File: src/sar_adc_params.svh
// Constants for the successive-approximation converter control block.
// Summary of operation
// RL1: Multiplexer routes exactly one of ten external channels to the converter.
// RL2: The selected shared pin is taken from port logic; others stay ported.
// RL3: Port output and direction writes never affect the selected pin.
// RL4: Port reads of the selected pin return zero.
// RL5: Result saturates at all ones or zeros beyond references, linear between.
// RL6: Any write of the status and control register starts a conversion; a write of the power-off code stops it instead.
// RL7: A conversion takes 16 or 17 converter clock periods.
// RL8: Converter clock is bus or crystal clock, chosen by select bit, prescaled.
// RL9: The unaligned start gives a partial first period, the seventeenth cycle.
// RL10: Continuous mode overwrites results even when software has not read them.
// RL11: Continuous bit restarts conversions after each completion until cleared.
// RL12: Without interrupts the complete flag sets and holds until a result read.
// RL13: Software discards a result if it rewrote control mid-conversion.
// RL14: Four result formats are selected by a two-bit mode field.
// RL15: Left justified puts eight high bits high and two low bits low.
// RL16: After a high read, low value holds and new results are refused.
// RL17: Right justified puts two top bits high, eight low bits low.
// RL18: Signed left justified inverts result bit nine in the high register.
// RL19: Eight-bit mode puts top eight bits low, no interlock.
// RL20: With interrupts enabled completion requests an interrupt; flag reads zero.
// RL21: Converter runs on in wait mode; its interrupt can wake the processor.
// RL22: Software powers the converter down before wait if wake-up is unneeded.
// RL23: Writing status and control aborts the running conversion and restarts; a write of the power-off code only aborts.
// RL24: A result read or control write clears the pending interrupt.
// RL25: All-ones channel code powers off; recovery costs one conversion period.
// RL26: Prescale codes zero to three divide by 1,2,4,8; top bit gives 16.
// RL27: Mode codes zero to three: left, right, signed left, eight-bit.
// RL28: Sequencer resolves one bit per converter clock from the top bit down.
`ifndef SAR_ADC_PARAMS_SVH
`define SAR_ADC_PARAMS_SVH
`define OFS_STATUS_CONTROL 8'h00
`define OFS_RESULT_HIGH 8'h04
`define OFS_RESULT_LOW 8'h08
`define OFS_CLOCK_CONFIG 8'h0C
`define SCR_CONV_COMPLETE_FLAG_BIT 7
`define SCR_IRQ_EN_BIT 6
`define SCR_CONT_BIT 5
`define SCR_CHAN_MSB 4
`define CLK_DIV_MSB 7
`define CLK_DIV_LSB 5
`define CLK_SEL_BIT 4
`define CLK_MODE_MSB 3
`define CLK_MODE_LSB 2
`define CHAN_POWER_OFF 5'h1F
`define CHAN_RESET 5'h1F
`define CLK_CONFIG_RESET 8'h00
`define SAMPLE_TICKS 6'h06
`define WARM_TICKS 6'h10
`define DIV16_LAST 4'hF
`endif

File: src/sar_adc_pkg.sv
// Types shared by the converter control modules.
package sar_adc_pkg;
  typedef enum logic [2:0] {
    seq_idle = 3'b001,
    seq_sample = 3'b010,
    seq_resolve = 3'b100
  } seq_state_type;
  typedef enum logic [1:0] {
    fmt_left = 2'h0,
    fmt_right = 2'h1,
    fmt_signed = 2'h2,
    fmt_trunc8 = 2'h3
  } format_type;
endpackage

File: src/sar_link_if.sv
// Signals between the control registers and the sequencer.
`timescale 1ns/100ps
interface sar_link_if #(parameter int RES_BITS = 10);
  logic start;
  logic stop;
  logic warm;
  logic tick;
  logic comp;
  logic done;
  logic sampling;
  logic [RES_BITS-1:0] dac_code;
  logic [RES_BITS-1:0] result;
  modport seq (input start, stop, warm, tick, comp,
               output done, sampling, dac_code, result);
  modport ctrl (output start, stop, warm, tick, comp,
                input done, sampling, dac_code, result);
endinterface

File: src/clock_prescaler.sv
// Divider that turns the source clock enable into converter clock ticks.
`timescale 1ns/100ps
`include "sar_adc_params.svh"
module clock_prescaler (
  input wire logic clk_i,
  input wire logic rst_n_i,
  input wire logic src_tick_i,
  input wire logic [2:0] prescale_i,
  output logic tick_o
);
  import sar_adc_pkg::*;
  logic [3:0] count;
  logic [3:0] last;

  always_comb
  begin
    if (prescale_i[2])
      last = `DIV16_LAST; // [RL26]
    else
      last = 4'(4'h1 << prescale_i[1:0]) - 4'h1; // [RL26]
  end

  // The counter is never restarted by a conversion start, so the first
  // period after a start is usually partial. [RL9]
  always_ff @(posedge clk_i or negedge rst_n_i)
  begin
    if (!rst_n_i)
    begin
      count <= 4'h0;
      tick_o <= 1'b0;
    end
    else
    begin
      tick_o <= src_tick_i && (count >= last); // [RL8]
      if (src_tick_i)
        count <= (count >= last) ? 4'h0 : count + 4'h1;
    end
  end
endmodule

File: src/sar_adc_top.sv
// Converter control top: APB registers, pin takeover, formatting, flags.
`timescale 1ns/100ps
`include "sar_adc_params.svh"
module sar_adc_top #(
  parameter int CHANNELS = 10,
  parameter int RES_BITS = 10
) (
  input wire logic ref_clk_i,
  input wire logic reset_n_i,
  input wire logic psel_i,
  input wire logic penable_i,
  input wire logic pwrite_i,
  input wire logic [7:0] paddr_i,
  input wire logic [31:0] pwdata_i,
  output logic [31:0] prdata_o,
  output logic pready_o,
  output logic pslverr_o,
  input wire logic crystal_tick_i,
  input wire logic comparator_i,
  input wire logic [CHANNELS-1:0] port_out_i,
  input wire logic [CHANNELS-1:0] port_dir_i,
  input wire logic [CHANNELS-1:0] pin_in_i,
  output logic [CHANNELS-1:0] pin_out_o,
  output logic [CHANNELS-1:0] pin_oe_o,
  output logic [CHANNELS-1:0] port_read_o,
  output logic [CHANNELS-1:0] pin_takeover_o,
  output logic [4:0] analog_channel_o,
  output logic power_down_o,
  output logic sample_o,
  output logic [RES_BITS-1:0] dac_code_o,
  output logic irq_o
);
  import sar_adc_pkg::*;

  generate
    if (CHANNELS < 1 || CHANNELS > 10)
      $error("sar_adc_top: CHANNELS must be 1 to 10");
    if (RES_BITS != 10)
      $error("sar_adc_top: result formats need RES_BITS of 10");
  endgenerate

  ////////////////////////////////////////////////////////////////////////////
  // Reset release.

  logic rst_meta;
  logic rst_n;

  always_ff @(posedge ref_clk_i or negedge reset_n_i)
  begin
    if (!reset_n_i)
    begin
      rst_meta <= 1'b0;
      rst_n <= 1'b0;
    end
    else
    begin
      rst_meta <= 1'b1;
      rst_n <= rst_meta;
    end
  end

  ////////////////////////////////////////////////////////////////////////////
  // APB slave. The answer takes one wait state so that read data and the
  // error flag come from flip-flops.

  logic access;
  logic wr_fire;
  logic rd_fire;
  logic wr_scr;
  logic wr_clk;
  logic rd_high;
  logic rd_low;
  logic mapped;

  assign access = psel_i && penable_i;
  assign wr_fire = access && pready_o && pwrite_i;
  assign rd_fire = access && pready_o && !pwrite_i;
  assign wr_scr = wr_fire && (paddr_i == `OFS_STATUS_CONTROL);
  assign wr_clk = wr_fire && (paddr_i == `OFS_CLOCK_CONFIG);
  assign rd_high = rd_fire && (paddr_i == `OFS_RESULT_HIGH);
  assign rd_low = rd_fire && (paddr_i == `OFS_RESULT_LOW);
  assign mapped = (paddr_i == `OFS_STATUS_CONTROL) ||
                  (paddr_i == `OFS_RESULT_HIGH) ||
                  (paddr_i == `OFS_RESULT_LOW) ||
                  (paddr_i == `OFS_CLOCK_CONFIG);

  always_ff @(posedge ref_clk_i or negedge rst_n)
  begin
    if (!rst_n)
    begin
      pready_o <= 1'b0;
      pslverr_o <= 1'b0;
    end
    else
    begin
      pready_o <= access && !pready_o;
      pslverr_o <= access && !pready_o && !mapped;
    end
  end

  ////////////////////////////////////////////////////////////////////////////
  // Control registers.

  logic irq_en;
  logic cont;
  logic [4:0] channel;
  logic [2:0] prescale;
  logic clk_sel;
  format_type mode;
  logic off_sel;
  localparam logic [7:0] CLK_CFG_INIT = `CLK_CONFIG_RESET;

  assign off_sel = (pwdata_i[`SCR_CHAN_MSB:0] == `CHAN_POWER_OFF);

  always_ff @(posedge ref_clk_i or negedge rst_n)
  begin
    if (!rst_n)
    begin
      irq_en <= 1'b0;
      cont <= 1'b0;
      channel <= `CHAN_RESET;
    end
    else if (wr_scr)
    begin
      irq_en <= pwdata_i[`SCR_IRQ_EN_BIT];
      cont <= pwdata_i[`SCR_CONT_BIT];
      channel <= pwdata_i[`SCR_CHAN_MSB:0];
    end
  end

  always_ff @(posedge ref_clk_i or negedge rst_n)
  begin
    if (!rst_n)
    begin
      prescale <= CLK_CFG_INIT[`CLK_DIV_MSB:`CLK_DIV_LSB];
      clk_sel <= CLK_CFG_INIT[`CLK_SEL_BIT];
      mode <= format_type'(CLK_CFG_INIT[`CLK_MODE_MSB:`CLK_MODE_LSB]);
    end
    else if (wr_clk)
    begin
      prescale <= pwdata_i[`CLK_DIV_MSB:`CLK_DIV_LSB];
      clk_sel <= pwdata_i[`CLK_SEL_BIT];
      mode <= format_type'(pwdata_i[`CLK_MODE_MSB:`CLK_MODE_LSB]); // [RL14]
    end
  end

  ////////////////////////////////////////////////////////////////////////////
  // Converter clock and sequencer.

  sar_link_if #(.RES_BITS(RES_BITS)) link ();
  logic src_tick;
  logic start;
  logic stop;
  logic was_off;

  // A clock select of one means bus clock; reset leaves the crystal clock.
  assign src_tick = clk_sel ? 1'b1 : crystal_tick_i; // [RL8]

  clock_prescaler prescaler (
    .clk_i(ref_clk_i),
    .rst_n_i(rst_n),
    .src_tick_i(src_tick),
    .prescale_i(prescale),
    .tick_o(link.tick)
  );

  sar_sequencer #(.RES_BITS(RES_BITS)) sequencer (
    .clk_i(ref_clk_i),
    .rst_n_i(rst_n),
    .link(link)
  );

  always_ff @(posedge ref_clk_i or negedge rst_n)
  begin
    if (!rst_n)
    begin
      start <= 1'b0;
      stop <= 1'b0;
      was_off <= 1'b1;
    end
    else
    begin
      // Any write restarts; the power-off code stops instead. [RL6] [RL23]
      start <= (wr_scr && !off_sel) ||
               (link.done && cont && channel != `CHAN_POWER_OFF); // [RL11]
      stop <= wr_scr && off_sel; // [RL25]
      if (wr_scr && off_sel)
        was_off <= 1'b1;
      else if (start)
        was_off <= 1'b0;
    end
  end

  assign link.start = start;
  assign link.stop = stop;
  // The first conversion after power-off gets an extra settling period.
  assign link.warm = was_off; // [RL25]
  assign link.comp = comparator_i;
  assign sample_o = link.sampling;
  assign dac_code_o = link.dac_code;

  ////////////////////////////////////////////////////////////////////////////
  // Result formatting and the high/low read interlock.

  logic [7:0] result_high_reg;
  logic [7:0] result_low_reg;
  logic locked;
  logic [RES_BITS-1:0] r;

  assign r = link.result;

  always_ff @(posedge ref_clk_i or negedge rst_n)
  begin
    if (!rst_n)
    begin
      result_high_reg <= 8'h00;
      result_low_reg <= 8'h00;
    end
    // Storing is refused while a high read waits for its low read. [RL16]
    else if (link.done && (!locked || mode == fmt_trunc8)) // [RL10]
    begin
      case (mode) // [RL27]
        fmt_left:
        begin
          result_high_reg <= r[9:2]; // [RL15]
          result_low_reg <= {r[1:0], 6'h00}; // [RL15]
        end
        fmt_right:
        begin
          result_high_reg <= {6'h00, r[9:8]}; // [RL17]
          result_low_reg <= r[7:0]; // [RL17]
        end
        fmt_signed:
        begin
          result_high_reg <= {~r[9], r[8:2]}; // [RL18]
          result_low_reg <= {r[1:0], 6'h00};
        end
        fmt_trunc8:
        begin
          result_high_reg <= 8'h00;
          result_low_reg <= r[9:2]; // [RL19]
        end
        default:
        begin
          result_high_reg <= r[9:2];
          result_low_reg <= {r[1:0], 6'h00};
        end
      endcase
    end
  end

  always_ff @(posedge ref_clk_i or negedge rst_n)
  begin
    if (!rst_n)
      locked <= 1'b0;
    else if (rd_low || mode == fmt_trunc8)
      locked <= 1'b0; // [RL19]
    else if (rd_high)
      locked <= 1'b1; // [RL16]
  end

  ////////////////////////////////////////////////////////////////////////////
  // Completion flag and interrupt request. A completion in the same cycle
  // as a clearing access wins, so no event is lost.

  logic conv_complete_flag;

  always_ff @(posedge ref_clk_i or negedge rst_n)
  begin
    if (!rst_n)
      conv_complete_flag <= 1'b0;
    else if (link.done && !irq_en)
      conv_complete_flag <= 1'b1; // [RL12]
    else if (rd_high || rd_low || irq_en)
      conv_complete_flag <= 1'b0; // [RL12] [RL20]
  end

  // The request runs on the system clock, so it keeps working while the
  // processor waits and can wake it. [RL21]
  always_ff @(posedge ref_clk_i or negedge rst_n)
  begin
    if (!rst_n)
      irq_o <= 1'b0;
    else if (link.done && irq_en)
      irq_o <= 1'b1; // [RL20]
    else if (rd_high || rd_low || wr_scr)
      irq_o <= 1'b0; // [RL24]
  end

  ////////////////////////////////////////////////////////////////////////////
  // Register read data.

  always_ff @(posedge ref_clk_i or negedge rst_n)
  begin
    if (!rst_n)
      prdata_o <= 32'h0000_0000;
    else if (access && !pready_o)
    begin
      case (paddr_i)
        `OFS_STATUS_CONTROL:
          prdata_o <= {24'h00_0000, conv_complete_flag, irq_en, cont, channel};
        `OFS_RESULT_HIGH:
          prdata_o <= {24'h00_0000, result_high_reg};
        `OFS_RESULT_LOW:
          prdata_o <= {24'h00_0000, result_low_reg};
        `OFS_CLOCK_CONFIG:
          prdata_o <= {24'h00_0000, prescale, clk_sel, mode, 2'h0};
        default:
          prdata_o <= 32'h0000_0000;
      endcase
    end
  end

  ////////////////////////////////////////////////////////////////////////////
  // Channel selection and shared pin takeover.

  logic [CHANNELS-1:0] sel_mask;

  always_comb
  begin
    sel_mask = '0;
    for (int i = 0; i < CHANNELS; i++)
      if (channel == 5'(i))
        sel_mask[i] = 1'b1; // [RL1]
  end

  always_ff @(posedge ref_clk_i or negedge rst_n)
  begin
    if (!rst_n)
    begin
      pin_out_o <= '0;
      pin_oe_o <= '0;
      port_read_o <= '0;
      pin_takeover_o <= '0;
      analog_channel_o <= `CHAN_RESET;
      power_down_o <= 1'b1;
    end
    else
    begin
      pin_takeover_o <= sel_mask; // [RL2]
      // The selected pin is input-only whatever the port logic asks.
      pin_out_o <= port_out_i & ~sel_mask; // [RL3]
      pin_oe_o <= port_dir_i & ~sel_mask; // [RL2] [RL3]
      port_read_o <= pin_in_i & ~sel_mask; // [RL4]
      analog_channel_o <= channel; // [RL1]
      power_down_o <= (channel == `CHAN_POWER_OFF); // [RL25]
    end
  end
endmodule

File: src/sar_sequencer.sv
// Successive-approximation sequencer: sample phase, then one bit per tick.
`timescale 1ns/100ps
`include "sar_adc_params.svh"
module sar_sequencer #(
  parameter int RES_BITS = 10
) (
  input wire logic clk_i,
  input wire logic rst_n_i,
  sar_link_if.seq link
);
  import sar_adc_pkg::*;
  localparam int POS_W = $clog2(RES_BITS);
  seq_state_type state;
  logic [5:0] count;
  logic [5:0] sample_len;
  logic [POS_W-1:0] bit_pos;
  logic [RES_BITS-1:0] next_dac;

  generate
    if (RES_BITS < 2 || RES_BITS > 16)
      $error("sar_sequencer: RES_BITS must be 2 to 16");
  endgenerate

  always_comb
  begin
    next_dac = link.dac_code;
    next_dac[bit_pos] = link.comp; // [RL5]
    if (bit_pos != '0)
      next_dac[bit_pos - 1'b1] = 1'b1;
  end

  always_ff @(posedge clk_i or negedge rst_n_i)
  begin
    if (!rst_n_i)
    begin
      state <= seq_idle;
      count <= 6'h00;
      sample_len <= `SAMPLE_TICKS;
      bit_pos <= '0;
      link.dac_code <= '0;
      link.result <= '0;
      link.done <= 1'b0;
      link.sampling <= 1'b0;
    end
    else
    begin
      link.done <= 1'b0;
      if (link.stop)
      begin
        state <= seq_idle;
        link.sampling <= 1'b0;
      end
      else if (link.start)
      begin
        // A start while busy simply restarts, which is the abort. [RL23]
        state <= seq_sample;
        count <= 6'h00;
        sample_len <= link.warm ? `SAMPLE_TICKS + `WARM_TICKS
                                : `SAMPLE_TICKS; // [RL25]
        link.dac_code <= '0;
        link.sampling <= 1'b1;
      end
      else
      begin
        case (state)
          seq_idle:
            link.sampling <= 1'b0;
          seq_sample:
            if (link.tick)
            begin
              // The first tick only closes the partial period. [RL9]
              if (count == sample_len)
              begin
                state <= seq_resolve;
                link.sampling <= 1'b0;
                bit_pos <= POS_W'(RES_BITS - 1);
                link.dac_code <= '0;
                link.dac_code[RES_BITS-1] <= 1'b1; // [RL28]
              end
              else
                count <= count + 6'h01;
            end
          seq_resolve:
            if (link.tick)
            begin
              link.dac_code <= next_dac; // [RL28]
              if (bit_pos == '0)
              begin
                state <= seq_idle;
                link.result <= next_dac;
                link.done <= 1'b1; // [RL7]
              end
              else
                bit_pos <= bit_pos - 1'b1;
            end
          default:
            state <= seq_idle;
        endcase
      end
    end
  end
endmodule

File: config.mk
export PLATFORM = sky130hd
export DESIGN_NAME = sar_adc_top
export DESIGN_NICKNAME = d
export VERILOG_FILES = /design/src/sar_adc_pkg.sv /design/src/sar_link_if.sv /design/src/clock_prescaler.sv /design/src/sar_adc_top.sv /design/src/sar_sequencer.sv
export VERILOG_INCLUDE_DIRS = /design/src
export SDC_FILE = /design/constraint.sdc
export NUM_CORES = 1
export LEC_CHECK = 0
export ABC_AREA = 1
export BUFFER_PORTS_ARGS = -buffer_cell sky130_fd_sc_hd__buf_2
export CAP_MARGIN = 25
export CELL_PAD_IN_SITES_DETAIL_PLACEMENT = 0
export CELL_PAD_IN_SITES_GLOBAL_PLACEMENT = 1
export CORE_UTILIZATION = 39
export DETAILED_ROUTE_END_ITERATION = 10
export PLACE_DENSITY_LB_ADDON = 0.1
export RECOVER_POWER = 50
export SYNTH_ARGS = -nofsm -noshare
export SYNTH_HDL_FRONTEND = slang
export SYNTH_SLANG_ARGS = --single-unit
File: constraint.sdc
create_clock -name ref_clk_i -period 5.2 [get_ports ref_clk_i]
set_input_delay 0.52 -clock ref_clk_i [delete_from_list [all_inputs] [get_ports ref_clk_i]]
set_output_delay 0.52 -clock ref_clk_i [all_outputs]
set_load 0.005 [all_outputs]
==> results of run 1 <==
-- cell usage in the layout (no fill, tap or decap), types with 2 or more instances in the layout --
cell | netlist | layout
a21oi_1 | 12 | 12
buf_2 | 5 | 97
bufinv_16 | 0 | 7
clkbuf_1 | 1 | 22
clkbuf_16 | 0 | 17
clkinv_2 | 0 | 4
clkinv_4 | 2 | 3
clkinvlp_4 | 0 | 2
conb_1 | 2 | 25
dfrtp_1 | 121 | 120
dfstp_1 | 0 | 5
dfstp_2 | 13 | 8
ha_1 | 13 | 13
inv_1 | 110 | 110
inv_2 | 3 | 3
mux2i_1 | 2 | 2
nand2_1 | 191 | 191
nand2_2 | 4 | 4
nand2_4 | 2 | 2
nand3_1 | 54 | 54
nand4_1 | 6 | 6
nor2_1 | 70 | 70
nor2_2 | 3 | 3
nor3_1 | 5 | 5
nor3b_1 | 2 | 2
o211ai_1 | 2 | 2
o21ai_0 | 68 | 68
o21ai_1 | 2 | 2
o22ai_1 | 11 | 11
o31ai_1 | 4 | 4
o31ai_2 | 2 | 2
xnor2_1 | 2 | 2
xor2_1 | 3 | 3
-- area by class of cell --
type | instances | area [um^2]
antenna | 1 | 2.50
clock buffer | 18 | 439
clock inverter | 14 | 254
fill | 1592 | 8130
inverter | 116 | 445
multi-input combinational | 489 | 2330
sequential | 134 | 3370
tap | 216 | 270
timing repair buffer | 122 | 589
-- path summary, 6_finish.rpt --
path	endpoint	slack (ns)	cells past startpoint
max	result_high_reg[7]	3.27	4
min	pin_oe_o[2]	0.29	3
max reg2reg	result_high_reg[7]	3.27	4
min reg2reg	rst_n	0.35	0
max in group asynchronous	sequencer.bit_pos[2]	3.40	1
min in group asynchronous	rst_n	0.41	2
-- stage by stage --
step	total power, mW	instances
after floorplan	1.25	773
after global placement	1.30	1076
after detailed placement	1.31	1076
after CTS	2.73	1109
after global routing	2.81	1110
final	2.69	1110
-- power by group through the flow --
stage	sequential (mW)	clock (mW)	combinational, mW
6_report	1.12	1.40	0.165
5_1_grt	1.13	1.48	0.193
4_1_cts	1.12	1.44	0.169
3_5_place_dp	1.14	0	0.168
3_3_place_gp	1.14	0	0.160
2_1_floorplan	1.14	0	0.110
-- per-layer routing --
layer	vias to the layer above	GRT usage (%)
met2	101	32.3
met3	7	4.09
met5	-	0
li1	2578	-
met1	2381	24.7
met4	0	8.24
-- cells in the mapped netlist, drive strengths merged --
cell	n
a21oi	13
and3	1
buf	33
clkbuf	1
clkinv	3
conb	2
dfrtp	121
dfstp	13
ha	13
inv	113
mux2i	2
nand2	197
nand3	54
nand4	6
nor2	74
nor3	6
nor3b	2
nor4	1
o211ai	2
o21ai	70
o22ai	11
o31ai	6
or2	1
xnor2	2
xor2	3
-- cells by family after synthesis --
| kind of cell | after synthesis | share of synthesized area (%) |
|---|---|---|
| buffers and inverters | 150 | 10.9 |
| adders and majority gates | 13 | 2.58 |
| and+or+nand+nor | 342 | 22.9 |
| DFF | 134 | 53.5 |
| muxes | 2 | 0.318 |
| xor gates and xnor gates | 5 | 0.696 |
| other | 2 | 0.119 |
| AOI/OAI and AO/OA | 102 | 8.98 |
-- tightest hold or removal path, stage by stage --
cell	delay, ns
buf_2	0.07
nand2_1	0.04
inv_1	0.04
-- repair_timing --
item / 4_1_cts / 5_1_grt
endpoints found under the hold margin: 2 / 0
gates resized for setup: 0 / 0
hold buffers: 1 / 0
==> reports/metrics.cfg, run 1 <==
[synth]
post_synth_num_cell_types=38
yosysTopAreaCellShare_pct=48.1
synth_area_leader_cell=dfrtp_1
ys_ff_latch=134
mappedNetlistArea_mm2=0.00630
syn_avg_cell_area_um2=8.40
synth_cells=750
yosysSeqAreaShare_pct=53.5
yosys-top-cells-area=dfrtp_1 (48%), nand2_1 (11%), inv_1 (6.6%)
synth_warnings=0

[power]
power.leakage_nw=4.13
combPwrFrac_pct=6.1
p_int_mw=2.11
clkPwrFrac_pct=52.1
seqPwrFrac_pct=41.7
powerDensity_mw_per_mm2=350
swShare_pct=21.7
ir_worst_vdd_mv=0.227
switchingPower_uw=584

[floorplanning]
core_area_mm2=0.0158
num_rows=46
start_util_pct=39.8
dieWidth_um=129
ios=169
die_h_um=129
die_area_mm2=0.0167

[layout]
nets=970
fin_util_pct=48.6
design_area_mm2=0.00770
area_growth_pct=22.3
drive_gt1_share_pct=17.8

[routing]
route.met2.wl_mm=7.40
met1Wirelength_mm=6.94
drt-pass1-iter-count=4
antenna_left=0
vias=5067
avgRoutedWirePerCell_um=13.5
viasPerCell=4.56
wl_met3_um=517
top_layer=met4
drc=0
dr.first_iter.drc_count=262
wirelength_mm=15.0

[worst_setup_path]
reg2reg_from=mode[0]
critPathLaunch=mode[0]
cpLargestDelayFamily=compound AO/OA/AOI/OAI gates
critPathRequiredTime_ns=5.52
critPathArrivalTime_ns=2.25
crit_chain=nand2_2, a21oi_4, inv_2, o31ai_1
cp_slowest_cell=dfrtp_1
slowest_delay_ns=0.64
crit_fanout=19
crit_type=reg2reg
critical_path_buf_inv_count=1
setup.worst_path.end_class=flop
worstSetupStartpointType=flop

[global_route]
first_global_vias=4970
grt-ovfl-total=0
grt_pass1_wl_mm=24.6
grt_util_all_layers_pct=19.5
grt_max_degree=69
grt_antenna_before_repair=1

[outcome]
status=completed

[clock_network]
cts_tree=done
cts_made_buffers=17
cts.root.buffer_cell=clkbuf_16
cts.clk_slew.worst_paths_ns=0.06
postCtsSetupRepairBufs=0
clock_latency_ns=0.42
cts_max_level=4
clockBufferDepth=2
clock-sinks=134

[timing]
worst_slew_pin_slew_ns=0.861
fmax_ghz=0.519
min_period_over_period_pct=37.1
finalClockSkew_ns=0.00576
fin_tns_setup_ns=0
timing.slew.headroom_pct=42.6
maxSlewViolCount=0
setup_viol=0
hold_violations=0
rsz0062_at_grt=no
whs_ns=0.286
setup_ws_ns=3.27
finalCriticalPeriod_ns=1.93

[place]
io_buffers=120
dp.final_hpwl_mm=11.0
preCtsSetupSlack_ns=2.90
place_congestion=0.815
placed_area_mm2=0.00702

[job]
drv_cap=0

[hold_path]
min_path_type=in2reg
min_from=port_dir_i[2]

(Power assumes the default switching activity.)
==> run 2: changes to the inputs <==
Settings changed: CORE_UTILIZATION 39 to 35.
Clock period 5.2 ns to 1.6 ns, I/O delays scaled along.
==> run 2 against run 1 <==
  * Utilization shrank 0.93 points
  * Maximum frequency increased by 28%
  * Clock power grew to 2.8 times the previous value
  * Critical path type unchanged
==> reports/metrics.cfg, run 2 (synthesized netlist as in run 1, its figures left out) <==
[outcome]
status=completed

[floorplanning]
die_area_mm2=0.0185  ; +11%
dieWidth_um=136  ; +5.5%
core_area_mm2=0.0174  ; +10%
start_util_pct=36.2  ; -3.6 points
ios=169  ; unchanged
num_rows=48  ; +4.3%
die_h_um=136  ; +5.5%

[clock_network]
cts_tree=done
cts_made_buffers=17  ; unchanged
cts.clk_slew.worst_paths_ns=0.06  ; about the same
clock-sinks=134  ; unchanged
clockBufferDepth=2  ; unchanged
cts_max_level=4  ; unchanged
clock_latency_ns=0.42  ; about the same
cts.root.buffer_cell=clkbuf_16

[power]
switchingPower_mw=2.14  ; +270%
power.leakage_nw=4.43  ; +7.3%
seqPwrFrac_pct=44.3  ; +2.6 points
clkPwrFrac_pct=46.9  ; -5.2 points
swShare_pct=26.1  ; +4.4 points
finalPower_mw=8.20  ; +200%
combPwrFrac_pct=8.8  ; +2.7 points
ir_worst_vdd_mv=0.743  ; +230%
p_int_mw=6.06  ; +190%
powerDensity_mw_per_mm2=987  ; +180%

[routing]
wirelength_mm=15.9  ; +6.4%
avgRoutedWirePerCell_um=13.4  ; -0.58%
drt-pass1-iter-count=5  ; +1
drc=0  ; unchanged
viasPerCell=4.54  ; -0.61%
vias=5390  ; +6.4%
dr.first_iter.drc_count=211  ; -19%
antenna_left=0  ; unchanged

[timing]
timing.slew.headroom_pct=55.0  ; +12 points
hold_violations=0  ; unchanged
finalClockSkew_ns=0.00791  ; +0.00215 ns
min_period_over_period_pct=94.4  ; +57 points
maxSlewViolCount=0  ; unchanged
setup_viol=0  ; unchanged
worst_slew_pin_slew_ns=0.675  ; -0.186 ns
finalCriticalPeriod_ns=1.51  ; -0.418 ns
whs_ns=0.0532  ; -0.233 ns
fmax_ghz=0.662  ; +28%

[hold_path]
min_path_type=in2async

[worst_setup_path]
reg2reg_from=sequencer.count[1]
critPathRequiredTime_ns=1.92  ; -3.60 ns
critPathLaunch=sequencer.count[1]
critPathArrivalTime_ns=1.83  ; -0.42 ns
setup.worst_path.end_class=flop
worstSetupStartpointType=flop
crit_fanout=5  ; -14
crit_type=reg2reg

[layout]
num_antenna_cells=0  ; -1
fin_util_pct=47.7  ; -0.93 points
final_cell_mix=nand2_1 (185), dfrtp_1 (119), buf_2 (108), inv_1 (107), o21ai_0 (67)
multi_input_area_mm2=0.00242  ; +4.1%
fillCellCount=1765  ; +11%
area_growth_pct=32.0
design_area_mm2=0.00831  ; +7.9%
final_common_cell=nand2_1
final-seq-area_mm2=0.00337  ; about the same
nets=1040  ; +7.2%
drive_gt1_share_pct=22.8  ; +5.0 points

[global_route]
grt-ovfl-total=0  ; unchanged
first_global_vias=5213  ; +4.9%
grt_max_degree=34  ; -51%
grt_antenna_before_repair=0  ; -1
grt_pass1_wl_mm=25.3  ; +3.0%
grt_util_all_layers_pct=17.8  ; -1.6 points

[place]
placed_area_mm2=0.00729  ; +3.8%
io_buffers=120  ; unchanged
dp.final_hpwl_mm=11.7  ; +6.9%
place_congestion=0.818  ; +0.34%

[job]
drv_cap=0  ; unchanged

==> run 2: worst max-delay path: stages (launching register included) <==
cell     delay, ns
dfrtp_1       0.42
ha_4          0.17
nand2_2       0.08
nor2_4        0.03
nand2_2       0.08
buf_4         0.11
nand4_1       0.17
nand2_2       0.17
inv_2         0.06
nand2_1       0.05
nand2_1       0.05
==> run 2: power groups by stage <==
stage               Sequential (mW)  Clock, mW  Combinational [mW]
global placement               3.69          0               0.584
floorplan                      3.71          0               0.359
CTS                            3.63       3.96               0.686
detailed placement             3.69          0               0.606
finish                         3.63       3.85               0.720
global route                   3.65       4.10               0.833
==> run 2: cell type report <==
cell class	count	share of cell area, %
Sequential cell	134	40.6
Clock buffer	17	5.12
Multi-Input combinational cell	490	29.1
Tap cell	225	3.39
Timing Repair Buffer	191	14.5
Clock inverter	15	1.93
Inverter	116	5.36
==> run 2: timing repair <==
action                                  in CTS  in global routing
setup buffers                                0                  2
hold buffers                                39                  0
gates cloned                                 0                  1
endpoints found under the setup margin       4                 33
endpoints found under the hold margin       42                  0
pin swaps                                    0                  6
resized for setup                            1                 28
==> run 2: worst paths after layout <==
kind                       slack [ns]                  end  depth (start not counted)
setup / recovery                 0.09   sequencer.count[2]                         10
hold / removal                   0.05             rst_meta                          2
setup reg to reg                 0.09   sequencer.count[2]                         10
hold reg to reg                  0.31   sequencer.count[3]                          0
max in group asynchronous        0.30  analog_channel_o[3]                          1
min in group ref_clk_i           0.05   prescaler.count[0]                          4
==> run 2: through the flow <==
stage	setup WS, ns	setup TNS (ns)	std cells
2_1_floorplan	0.0629	0	773
3_3_place_gp	0.0609	0	1114
3_5_place_dp	0.00275	0	1114
4_1_cts	0.00427	0	1185
5_1_grt	-0.00121	-0.00184	1188
6_report	0.0897	0	1188
==> run 2: routing by layer <==
metal / vias up / part of all wire, % / GRT usage, %
met5: - / 0 / 0
met4: 0 / 1.4 / 5.62
met3: 21 / 4.0 / 3.91
met2: 125 / 49 / 30.2
met1: 2525 / 46 / 22.5
li1: 2719 / - / -
